--- config.mk ---
export PLATFORM = sky130hd
export DESIGN_NAME = rscl_strap_latch
export DESIGN_NICKNAME = d
export VERILOG_FILES = /design/src/rscl_pkg.sv /design/src/rscl_strap_latch.sv /design/src/rscl_sync.sv
export SDC_FILE = /design/constraint.sdc
export NUM_CORES = 1
export LEC_CHECK = 0
export BUFFER_PORTS_ARGS = -buffer_cell sky130_fd_sc_hd__buf_2
export CORE_ASPECT_RATIO = 1.2
export CORE_UTILIZATION = 49
export CTS_BUF_LIST = sky130_fd_sc_hd__clkbuf_4
export DETAILED_ROUTE_END_ITERATION = 8
export HOLD_SLACK_MARGIN = 0.12
export PLACE_DENSITY = 0.81
export SETUP_SLACK_MARGIN = 0.15
export SLEW_MARGIN = 20
export SYNTH_ARGS = -nofsm -noshare
export SYNTH_HDL_FRONTEND = slang
export SYNTH_SLANG_ARGS = --single-unit
--- constraint.sdc ---
create_clock -name clk_i -period 1.8 [get_ports clk_i]
set_clock_uncertainty 0.05 [all_clocks]
set_input_delay 0.36 -clock clk_i [delete_from_list [all_inputs] [get_ports clk_i]]
set_output_delay 0.36 -clock clk_i [all_outputs]
set_load 0.02 [all_outputs]
--- src/rscl_pkg.sv ---
package rscl_pkg;

  // Strap vector layout
  localparam int STRAP_W = 13;
  localparam int S_HOST_WIDTH = 0;
  localparam int S_RSV7 = 1;
  localparam int S_RSV8 = 2;
  localparam int S_RSV9 = 3;
  localparam int S_CELL = 4;
  localparam int S_AUTOINIT = 5;
  localparam int S_CLKB = 6;
  localparam int S_CLKA = 8;
  localparam int S_BOOT = 10;
  localparam int S_ENDIAN = 12;

  // Pull defaults: little endian, ROM boot, pin clocks, two pulled-up reserved lines
  localparam logic [STRAP_W-1:0] STRAP_DEFAULT = 13'h180C;

  // Boot source codes
  localparam logic [1:0] BOOT_NONE = 2'h0;
  localparam logic [1:0] BOOT_HOST = 2'h1;
  localparam logic [1:0] BOOT_ROM = 2'h2;
  localparam logic [1:0] BOOT_RSV = 2'h3;

  // Memory interface clock source codes
  localparam logic [1:0] CLK_PIN = 2'h0;
  localparam logic [1:0] CLK_DIV4 = 2'h1;
  localparam logic [1:0] CLK_DIV6 = 2'h2;
  localparam logic [1:0] CLK_RSV = 2'h3;

  // Register byte offsets
  localparam logic [3:0] REG_STRAP = 4'h0;
  localparam logic [3:0] REG_STATUS = 4'h4;
  localparam logic [3:0] REG_PINFUNC = 4'h8;

  // Pin function register: bit 0 is GP8, bits 7:1 are GP15..GP9
  localparam int PINFUNC_W = 8;
  localparam logic [PINFUNC_W-1:0] PINFUNC_RST = 8'h00;

  // Status register bit positions
  localparam int ST_LITTLE = 0;
  localparam int ST_BOOT_HOST = 1;
  localparam int ST_BOOT_ROM = 2;
  localparam int ST_PCI_OWN = 3;
  localparam int ST_EE_LOAD = 4;
  localparam int ST_HOST32 = 5;
  localparam int ST_SP2_EN = 6;
  localparam int ST_CELL_OWN = 7;
  localparam int ST_CONFLICT = 8;
  localparam int ST_W = 9;

  typedef enum logic [1:0] {
    RSCL_SAMPLE = 2'b01,
    RSCL_HOLD = 2'b10
  } rscl_phase_e;

endpackage

--- src/rscl_strap_latch.sv ---
//
// Behaviour
// - Sample straps in reset, hold after
// - Endian strap: low big, high little
// - Boot code: none, host, ROM, reserved
// - Interface A clock: pin, /4, /6
// - Interface B clock: pin, /4, /6
// - Auto-init low: PCI uses built-in defaults
// - Auto-init high loads EEPROM if PCI, no SP2
// - Width strap low: 16-bit, upper lines off
// - Width strap high: all 32 lines used
// - Strap-muxed pins owned by one, fixed
// - Software-muxed pins changeable after reset; GP15..GP9 held off while PCI owns
`timescale 1ns/1ps
`default_nettype none

module rscl_strap_latch (
  input wire logic clk_i,
  input wire logic rst_i,
  input wire logic [20:1] ext_mem_b_address_lines_i,
  input wire logic host_data5_i,
  input wire logic [12:0] strap_undriven_i,
  input wire logic pci_select_i,
  input wire logic serial_port2_select_i,
  input wire logic wb_cyc_i,
  input wire logic wb_stb_i,
  input wire logic wb_we_i,
  input wire logic [3:0] wb_adr_i,
  input wire logic [3:0] wb_sel_i,
  input wire logic [31:0] wb_dat_i,
  output logic [31:0] wb_dat_o,
  output logic wb_ack_o,
  output logic endian_little_o,
  output logic [1:0] boot_mode_o,
  output logic [1:0] ext_mem_a_clock_select_o,
  output logic [1:0] ext_mem_b_clock_select_o,
  output logic pci_eeprom_load_o,
  output logic pci_default_config_o,
  output logic host_port_32bit_mode_o,
  output logic host_data_upper_oe_o,
  output logic pci_owner_o,
  output logic host_port_owner_o,
  output logic cell_port_owner_o,
  output logic serial_port1_owner_o,
  output logic serial_port2_enable_o,
  output logic [7:0] gpio_pin_enable_o
);

  typedef struct packed {
    rscl_pkg::rscl_phase_e phase;
    logic [rscl_pkg::STRAP_W-1:0] straps;
    logic pci_sel;
    logic sp2_at_reset;
    logic [rscl_pkg::PINFUNC_W-1:0] pinfunc;
    logic ack;
    logic [31:0] dat;
    logic endian;
    logic [1:0] boot;
    logic [1:0] clka;
    logic [1:0] clkb;
    logic ee_load;
    logic def_cfg;
    logic host32;
    logic upper_oe;
    logic pci_own;
    logic host_own;
    logic cell_own;
    logic sp1_own;
    logic sp2_en;
    logic [7:0] gpio_en;
  } rscl_state_s;

  rscl_state_s s_reg;
  rscl_state_s s_next;

  logic [27:0] pins_sync;
  logic [12:0] raw_straps;
  logic [12:0] undriven_sync;
  logic [12:0] resolved;
  logic pci_sync;
  logic sp2_sync;
  logic wr_pinfunc;

  // Pin order follows the strap vector layout
  assign raw_straps = {ext_mem_b_address_lines_i[20:13], ext_mem_b_address_lines_i[11],
                       ext_mem_b_address_lines_i[9:7], host_data5_i};

  rscl_sync #(.W(28)) u_sync (
    .clk_i(clk_i),
    .async_i({strap_undriven_i, pci_select_i, serial_port2_select_i, raw_straps}),
    .sync_o(pins_sync)
  );

  assign undriven_sync = pins_sync[27:15];
  assign pci_sync = pins_sync[14];
  assign sp2_sync = pins_sync[13];

  // Floating strap falls back to its pull default
  assign resolved = (pins_sync[12:0] & ~undriven_sync) |
                    (rscl_pkg::STRAP_DEFAULT & undriven_sync);

  // Register read mux
  function automatic logic [31:0] rd_data(input rscl_state_s st, input logic [3:0] adr);
    logic [31:0] r;
    r = 32'h0000_0000;
    unique case (adr)
      rscl_pkg::REG_STRAP: r = {19'h0, st.straps};
      rscl_pkg::REG_STATUS: begin
        r[rscl_pkg::ST_LITTLE] = st.endian;
        r[rscl_pkg::ST_BOOT_HOST] = (st.boot == rscl_pkg::BOOT_HOST);
        r[rscl_pkg::ST_BOOT_ROM] = (st.boot == rscl_pkg::BOOT_ROM);
        r[rscl_pkg::ST_PCI_OWN] = st.pci_own;
        r[rscl_pkg::ST_EE_LOAD] = st.ee_load;
        r[rscl_pkg::ST_HOST32] = st.host32;
        r[rscl_pkg::ST_SP2_EN] = st.sp2_en;
        r[rscl_pkg::ST_CELL_OWN] = st.cell_own;
        r[rscl_pkg::ST_CONFLICT] = st.straps[rscl_pkg::S_AUTOINIT] & ~st.pci_sel;
      end
      rscl_pkg::REG_PINFUNC: r = {24'h0, st.pinfunc};
      default: r = 32'h0000_0000;
    endcase
    return r;
  endfunction

  assign wr_pinfunc = wb_cyc_i & wb_stb_i & wb_we_i & ~s_reg.ack &
                      (wb_adr_i == rscl_pkg::REG_PINFUNC) & wb_sel_i[0];

  always_comb begin
    s_next = s_reg;
    // Classic single-cycle answer, unmapped reads give zero
    s_next.ack = wb_cyc_i & wb_stb_i & ~s_reg.ack;
    s_next.dat = (wb_cyc_i & wb_stb_i & ~s_reg.ack) ? rd_data(s_reg, wb_adr_i) : 32'h0000_0000;
    if (wr_pinfunc) begin
      s_next.pinfunc = wb_dat_i[7:0];
    end
    unique case (s_reg.phase)
      rscl_pkg::RSCL_SAMPLE: begin
        s_next.phase = rscl_pkg::RSCL_HOLD;
      end
      rscl_pkg::RSCL_HOLD: begin
        s_next.phase = rscl_pkg::RSCL_HOLD;
      end
      default: begin
        s_next.phase = rscl_pkg::RSCL_HOLD;
      end
    endcase
    if (rst_i) begin
      // Straps tracked only while reset stands
      s_next.phase = rscl_pkg::RSCL_SAMPLE;
      s_next.straps = resolved;
      s_next.pci_sel = pci_sync;
      s_next.sp2_at_reset = sp2_sync;
      s_next.pinfunc = rscl_pkg::PINFUNC_RST;
      s_next.ack = 1'b0;
      s_next.dat = 32'h0000_0000;
    end
    // Decoded settings follow the held straps
    s_next.endian = s_next.straps[rscl_pkg::S_ENDIAN];
    s_next.boot = s_next.straps[rscl_pkg::S_BOOT +: 2];
    s_next.clka = s_next.straps[rscl_pkg::S_CLKA +: 2];
    s_next.clkb = s_next.straps[rscl_pkg::S_CLKB +: 2];
    s_next.ee_load = s_next.straps[rscl_pkg::S_AUTOINIT] & s_next.pci_sel &
                     ~s_next.sp2_at_reset;
    s_next.def_cfg = ~s_next.ee_load;
    s_next.host32 = s_next.straps[rscl_pkg::S_HOST_WIDTH];
    s_next.upper_oe = s_next.straps[rscl_pkg::S_HOST_WIDTH];
    s_next.pci_own = s_next.pci_sel;
    s_next.host_own = ~s_next.pci_sel;
    s_next.cell_own = s_next.straps[rscl_pkg::S_CELL];
    s_next.sp1_own = ~s_next.straps[rscl_pkg::S_CELL];
    // Serial port 2 select may move at run time
    s_next.sp2_en = ~(s_next.pci_sel & ~sp2_sync);
    s_next.gpio_en = {s_next.pinfunc[7:1] & {7{~s_next.pci_sel}},
                      s_next.pinfunc[0]};
  end

  always_ff @(posedge clk_i) begin
    s_reg <= s_next;
  end

  assign wb_dat_o = s_reg.dat;
  assign wb_ack_o = s_reg.ack;
  assign endian_little_o = s_reg.endian;
  assign boot_mode_o = s_reg.boot;
  assign ext_mem_a_clock_select_o = s_reg.clka;
  assign ext_mem_b_clock_select_o = s_reg.clkb;
  assign pci_eeprom_load_o = s_reg.ee_load;
  assign pci_default_config_o = s_reg.def_cfg;
  assign host_port_32bit_mode_o = s_reg.host32;
  assign host_data_upper_oe_o = s_reg.upper_oe;
  assign pci_owner_o = s_reg.pci_own;
  assign host_port_owner_o = s_reg.host_own;
  assign cell_port_owner_o = s_reg.cell_own;
  assign serial_port1_owner_o = s_reg.sp1_own;
  assign serial_port2_enable_o = s_reg.sp2_en;
  assign gpio_pin_enable_o = s_reg.gpio_en;
endmodule

`default_nettype wire

--- src/rscl_sync.sv ---
`timescale 1ns/1ps
`default_nettype none

module rscl_sync #(
  parameter int W = 1
) (
  input wire logic clk_i,
  input wire logic [W-1:0] async_i,
  output logic [W-1:0] sync_o
);

  logic [W-1:0] meta_reg;
  logic [W-1:0] sync_reg;

  // Two-stage synchroniser, first stage read only by the second
  always_ff @(posedge clk_i) begin
    meta_reg <= async_i;
    sync_reg <= meta_reg;
  end

  assign sync_o = sync_reg;

endmodule

`default_nettype wire

== Word level (Yosys, flattened, before mapping) ==
Cells that the tools add are included.
Widths: inputs -> output; s select.

* Latch bits: 0
* Memories: 0
* Flip-flop bits (word level): 134
* Bits in read-only memories: 0
* Input bits: 81
* Logic and storage cells: 58
* RAM bits: 0

* Order comparisons: 0
* Reduce and logical (&&, ||, !) cells: 3
* Add/subtract/negate cells: 0
* Multiply operators: 0
* Div/mod/pow operators: 0
* Bitwise operators: 24
* Multiplexer cells: 5
* Shift-type cells: 0
* Equal/unequal tests: 4

{| class="wikitable"
|+ Operator list
! operator !! number
|-
| $mux 56 || 1
|-
| $mux 32 || 1
|-
| $pmux 9 s3 || 1
|-
| $and 13x13->13 || 1
|-
| $not 13->13 || 1
|-
| $or 13x13->13 || 1
|-
| $and 1x1->1 || 10
|-
| $not 1->1 || 10
|-
| $mux 8 || 1
|-
| $and 7x7->7 || 1
|-
| $eq 4x3->1 const B || 1
|-
| $eq 4x4->1 const B || 1
|-
| $logic_not 4->1 || 1
|-
| $mux 4 || 1
|-
| $reduce_or 3->1 || 1
|-
| $eq 2x1->1 const B || 1
|-
| $eq 2x2->1 const B || 1
|-
| $reduce_or 2->1 || 1
|}

== Depth between registers and ports, before layout ==
Gate-level depths: netlist of run 1.

* Depth after elaboration: 10
* Mapped depth: 7
* Gate-level depth less buffers: 3

== Hierarchy ==
A second synthesis of run 1 with hierarchy kept.

* Cell total of the unflattened synthesis: 283
* Area total of the unflattened synthesis: 3,423.3 um2

{| class="wikitable"
|+ Modules (own cells, without submodules)
! module !! sequential area each (um2) !! instances !! cells each !! area an instance (um2)
|-
| rscl_strap_latch || 1,091.0 || 1 || 227 || 2,302.2
|-
| rscl_sync || 1,121.1 || 1 || 56 || 1,121.1
|}

== Worst setup path before layout of run 1 ==
Ideal clock, no wire load.

* Path type: input to register
* Start point: input wb_adr_i[2]
* End point: register s_reg[58] in the netlist's numbering
* Path slack: 0.356 ns
* Library setup time: 0.072 ns
* Path buffers: 4
* Cell stages on the path: 7
* Arrival time: 1.322 ns
* Cells stage by stage: buf_6 nor2b_2 buf_6 and4bb_1 buf_6 buf_12 mux2i_1

{| class="wikitable"
|+ RTL lines
! item !! line !! source
|-
| start, declared || rscl_strap_latch.sv:28 || <nowiki>input wire logic [3:0] wb_adr_i,</nowiki>
|-
| end signal, assigned || rscl_strap_latch.sv:178 || <nowiki>s_reg <= s_next;</nowiki>
|-
| end, declared || rscl_strap_latch.sv:73 || <nowiki>rscl_state_s s_reg;</nowiki>
|}

== Worst setup path after layout of run 1 ==
* Start point: register s_reg (netlist bit pci_owner_o)
* End point: output pci_owner_o

{| class="wikitable"
|+ RTL lines
! item !! line !! source
|-
| end, declared || rscl_strap_latch.sv:41 || <nowiki>output logic pci_owner_o,</nowiki>
|}

No word-level cell between the ends.

==> results of run 1 <==
==> layout make-up <==
cell class / count / area [um^2]
multi-input cells: 130 / 782
repair buffers: 128 / 843
flip-flops and latches: 105 / 2210
well taps: 85 / 106
clock buffers: 9 / 67.6
fillers: 521 / 2380
clock inverters: 7 / 123
inverters: 3 / 11.3
==> placed cells by master (no fill, tap or decap), drive strengths merged, types with 5 or more instances in the layout <==
cell type | synthesis | routed
a2bb2oi | 6 | 6
inv | 3 | 6
mux2i | 23 | 23
buf | 55 | 92
dfxtp | 94 | 94
nor2 | 11 | 11
conb | 1 | 19
edfxtp | 11 | 11
dlygate4sd3 | 0 | 36
or2 | 5 | 5
clkbuf | 3 | 9
nor2b | 6 | 6
nand2 | 35 | 35
==> kinds of logic (layout without fill, tap and decap cells) <==
logic type / count (synthesis) / in the layout / synth area share [%]
multiplexers: 24 / 24 / 7.15
buffers and inverters: 61 / 147 / 13.3
other: 1 / 19 / 0.111
flip-flops: 105 / 105 / 65.5
AND/OR/NAND/NOR: 74 / 74 / 11.1
AO/OA/AOI/OAI: 13 / 13 / 2.82
==> per-layer routing <==
metal | track usage [%] | wire, um | part of all wire (%)
met5 | 0 | 0 | 0
met3 | 4.83 | 267 | 4.8
met1 | 17.4 | 2200 | 39
met2 | 29.0 | 2920 | 52
met4 | 9.91 | 195 | 3.5
==> through the flow <==
step	utilization, %	total power (W)
2_1_floorplan	-	0.00275
3_3_place_gp	55.1	0.00281
3_5_place_dp	55.1	0.00281
4_1_cts	63.5	0.00431
5_1_grt	63.5	0.00445
6_report	63.5	0.00428
==> power groups by stage <==
stage / combinational [W] / clock, W / sequential [W]
final: 0.000325 / 0.00145 / 0.00250
after global routing: 0.000352 / 0.00159 / 0.00251
after floorplan: 0.000189 / 0 / 0.00256
after detailed placement: 0.000264 / 0 / 0.00255
after CTS: 0.000324 / 0.00148 / 0.00250
after global placement: 0.000257 / 0 / 0.00255
==> repair_timing <==
action                                 4_1_cts  5_1_grt
endpoints found under the hold margin       40        0
hold buffers                                36        0
buffers inserted                             0        0
==> path summary, 6_finish.rpt <==
check | startpoint | endpoint | slack [ps]
worst max register to register | wb_ack_o | wb_dat_o[10] | 330
worst min-delay path | wb_stb_i | wb_ack_o | 210
worst min register to register | u_sync.meta_reg[10] | u_sync.sync_o[10] | 290
worst max-delay path | pci_owner_o | pci_owner_o | 300
==> metrics, run 1 <==
final setup TNS=0 ps; initial antenna violation count=0; Die ar.=7230 um^2; Boundary Pins=138; Synth Instances=278; Global Route Usage Sum=16.5%; async set-reset flop share out of synthesis=0%; Port-buffer cells=83; placed cell count=415; RePlAce Congestion=0.849; WL/cell=12.0 um; Setup WS pre-CTS=214 ps; Die X=77.8 um; Syn Std Cell Area=3380 um^2; first-pass GRT wire length=8960 um; clk_lat worst skew=430 ps; CTS Buf Count=9; achievable clock frequency=666 MHz; initial core utilization=51.7%; post-CTS sizing=0; Die Height=92.9 um; TritonCTS clock tree=yes; Via density=4.40; total core area=6530 um^2; clock slew seen by the registers of the worst setup and hold paths=160 ps; CP max stage delay=460 ps; Yosys reg bits=105; worst vdd ir=0.000799 V; count of cell types in the netlist=29; critical path depth in cells=1; CP Class=register to primary output; EDFF count, synth=11; layout cell share with drive strength beyond 1=29.8%; Setup crit start kind=register; crit path max-delay cell type=dfxtp_1; clock sinks=105; Pwr Density=1030 nW/um^2; Switching Power=0.000935 W; cells along the critical path=buf_2; Cell Count, Final, Fillers Out=467; top-area cell type share of the netlist area=55.7%; minimum clock period=1500 ps; largest net degree at the start of global routing=19; largest area contributor in the netlist=dfxtp_1; num rows=32; clock root cell=clkbuf_4; Syn-to-layout area delta=22.8%; WHS=209 ps; initial DRC count=87; DR vias=2057; fin. max-slew vios=0; Remaining DRCs=0; final hold viol count=0; synth cell count leaders=dfxtp_1, buf_4, nand2_1; yosys warns=0; H-tree Lvls=3; placed cell areas=3590 um^2; Final WS setup=300 ps; R2R depth=3; Worst Setup End Kind=primary output; CP required=1390 ps; Antenna Nets Post-Route=0; # nets final=458; MaxCap Viol Count=0; Final setup viols=0; Routed WL=5580 um; fin area=4150 um^2; Mean Syn Cell Area=12.1 um^2; count leader, synth=dfxtp_1; CP Data Arrival Time=1090 ps; status=complete, no violations; top cells by area, synth=dfxtp_1, buf_4, edfxtp_1; DP Wirelength=3690 um; ys flop type=dfxtp_1; sequential share of power=58.4%; worst path bufs/invs=1; drt pass-1 iters=3; Net Sw Frac=21.9%; Clock Power Share=34.0%; sequential area share after synthesis=65.5%; Gate power share=7.6%; maximum root-to-sink buffer count=2; HP Class=input pin to register; vias in the first global route=2027; RSZ-0062 raised after global routing=no; Final period util=83.4%; CP delay by family, top=flip-flops; Pint=0.00334 W; critical-path maximum fanout=5; grt ovf=0; cell depth of the worst hold path=3; Ant. Diodes=0; LEAKAGE=1.86 nW
(Power assumes the default switching activity.)
==> run 2: changes to the inputs <==
- clock period: 1.8 -> 1.4 ns (I/O delays scaled with it)
==> run 2 against run 1 <==
Effect of this change:
- the run now ends with setup timing left
- routed wire length increased by 13%
- clock power increased by 4%
- utilization increased by 7.7 points
- global-route usage increased by 1.8 points
- via count increased by 3.9%
- hold slack got worse by 20 ps
- sequential share of layout area decreased by 4.9 points
- combinational power increased by 62%
- cell count increased by 3.6%
- non-clock buffer count increased by 17
- clock-buffer cell count increased by 1
- die area unchanged
- critical path type is now register to register
- critical endpoint is now gpio_pin_enable_o[6]
- largest cell class unchanged
==> metrics, run 2 (synthesized netlist as in run 1, its figures left out) <==
Gate power share=10.0% (+2.4 points); Syn-to-layout area delta=37.6%; Final period util=102%; CP required=1700 ps (+310 ps); Boundary Pins=138 (unchanged); cell depth of the worst hold path=4 (+1); Pint=0.00402 W (+20%); Cell Count, Final, Fillers Out=484 (+3.6%); clock sinks=105 (unchanged); Die Height=92.9 um (unchanged); DR vias=2138 (+3.9%); grt ovf=0 (unchanged); Die X=77.8 um (unchanged); Via density=4.42 (+0.29%); num rows=32 (unchanged); Die ar.=7230 um^2 (unchanged); CP Data Arrival Time=1720 ps (+630 ps); critical-path maximum fanout=15 (+10); worst vdd ir=0.000829 V (+3.8%); most frequent cells in the layout=dfxtp_1, buf_2, buf_6, dlygate4sd3_1, nand2_1; sequential share of power=61.2% (+2.8 points); Worst Setup End Kind=register; Setup crit start kind=register; RSZ-0062 raised after global routing=yes; R2R depth=4 (+1); Net Sw Frac=23.5% (+1.6 points); # fillers=451 (-13%); Final setup viols=1 (+1); Ant. Diodes=0 (unchanged); Clock Power Share=28.8% (-5.2 points); Switching Power=0.00123 W (+32%); placed cell count=418 (+0.72%); final hold viol count=0 (unchanged); WHS=189 ps (-20.0 ps); clock slew seen by the registers of the worst setup and hold paths=160 ps (about the same); H-tree Lvls=3 (unchanged); initial core utilization=51.7% (unchanged); clk_lat worst skew=420 ps (about the same); total core area=6530 um^2 (unchanged); achievable clock frequency=701 MHz; CP Class=register to register; RePlAce Congestion=0.827 (-2.6%); layout cell share with drive strength beyond 1=44.1% (+14 points); # nets final=475 (+3.7%); Antenna Nets Post-Route=0 (unchanged); DP Wirelength=3870 um (+4.7%); LEAKAGE=2.01 nW (+8.0%); fin. max-slew vios=0 (unchanged); vias in the first global route=2145 (+5.8%); initial antenna violation count=0 (unchanged); first-pass GRT wire length=9870 um (+10%); most common cell after layout, fill and taps aside=dfxtp_1; Final WS setup=-26.1 ps (-326 ps); WL/cell=13.0 um (+9.0%); initial DRC count=53 (-39%); status=finished, violations left; TritonCTS clock tree=yes; clock root cell=clkbuf_4; minimum clock period=1430 ps; CTS Buf Count=9 (unchanged); failing checks=setup timing; largest net degree at the start of global routing=19 (unchanged); MaxCap Viol Count=0 (unchanged); Remaining DRCs=0 (unchanged); HP Class=input pin to register; drt pass-1 iters=4 (+1); Pwr Density=1130 nW/um^2 (+9.7%); Power Total=0.00526 W (+23%); maximum root-to-sink buffer count=2 (unchanged); Routed WL=6310 um (+13%); Setup WS pre-CTS=37.3 ps (-176 ps); Global Route Usage Sum=18.3% (+1.8 points); Port-buffer cells=83 (unchanged)
-- run 2: cell count changes in the layout (fill, tap and decap cells not counted), sizes merged --
cell,before,now
buf,92,107
bufinv,3,1
clkinv,1,3
dlygate4sd3,36,38
clkbuf,9,10
inv,6,5
-- run 2: layer usage --
metal / routed length [um] / track usage [%] / share of wire, % / vias up
met5: 0 / 0 / 0 / -
met4: 101 / 8.18 / 1.6 / 0
met3: 196 / 4.63 / 3.1 / 6
met2: 3600 / 35.0 / 57 / 57
met1: 2420 / 18.4 / 38 / 1005
li1: - / - / - / 1070
-- run 2: layout make-up --
cell class | count | area, um^2 | share of cell area, %
Sequential cell | 105 | 2250 | 48.5
Timing Repair Buffer | 145 | 1230 | 26.5
Multi-Input combinational cell | 130 | 900 | 19.4
Tap cell | 85 | 106 | 2.29
Clock buffer | 10 | 75.1 | 1.62
Clock inverter | 6 | 67.6 | 1.45
Inverter | 3 | 11.3 | 0.242
-- run 2: power by group through the flow --
stage                     sequential [W]  combinational, W  clock, W
after global routing             0.00323          0.000563   0.00168
after global placement           0.00328          0.000344         0
after CTS                        0.00321          0.000497   0.00155
after detailed placement         0.00328          0.000352         0
final                            0.00321          0.000527   0.00151
after floorplan                  0.00329          0.000248         0
-- run 2: repair_timing --
action / CTS / global route
setup endpoints to repair: 66 / 66
resized for setup: 107 / 24
hold buffers: 37 / 1
gates cloned: 1 / 0
pin swaps: 8 / 4
endpoints found under the hold margin: 46 / 1
buffers inserted: 10 / 1
-- run 2: path summary, 6_finish.rpt --
| path | end | slack, ps | from |
|---|---|---|---|
| worst min-delay path | wb_ack_o | 190 | wb_cyc_i |
| worst max-delay path | gpio_pin_enable_o[6] | -30 | wb_ack_o |
| worst min register to register | u_sync.sync_o[26] | 280 | u_sync.meta_reg[26] |
| worst max register to register | gpio_pin_enable_o[6] | -30 | wb_ack_o |
-- run 2: per-stage QoR --
step                      utilization, %  cell area [um^2]  setup TNS, ps
after floorplan                        -              3470              0
after global placement              55.8              3640              0
after detailed placement            55.8              3640              0
after CTS                           69.5              4540          -79.2
after global routing                71.2              4650           -548
final                               71.2              4650          -26.1
-- run 2: critical path, stage by stage (launching register included) --
cell	delay (ps)
dfxtp_2	350
nand3b_1	190
and4bb_1	320
buf_12	170
mux2i_1	250
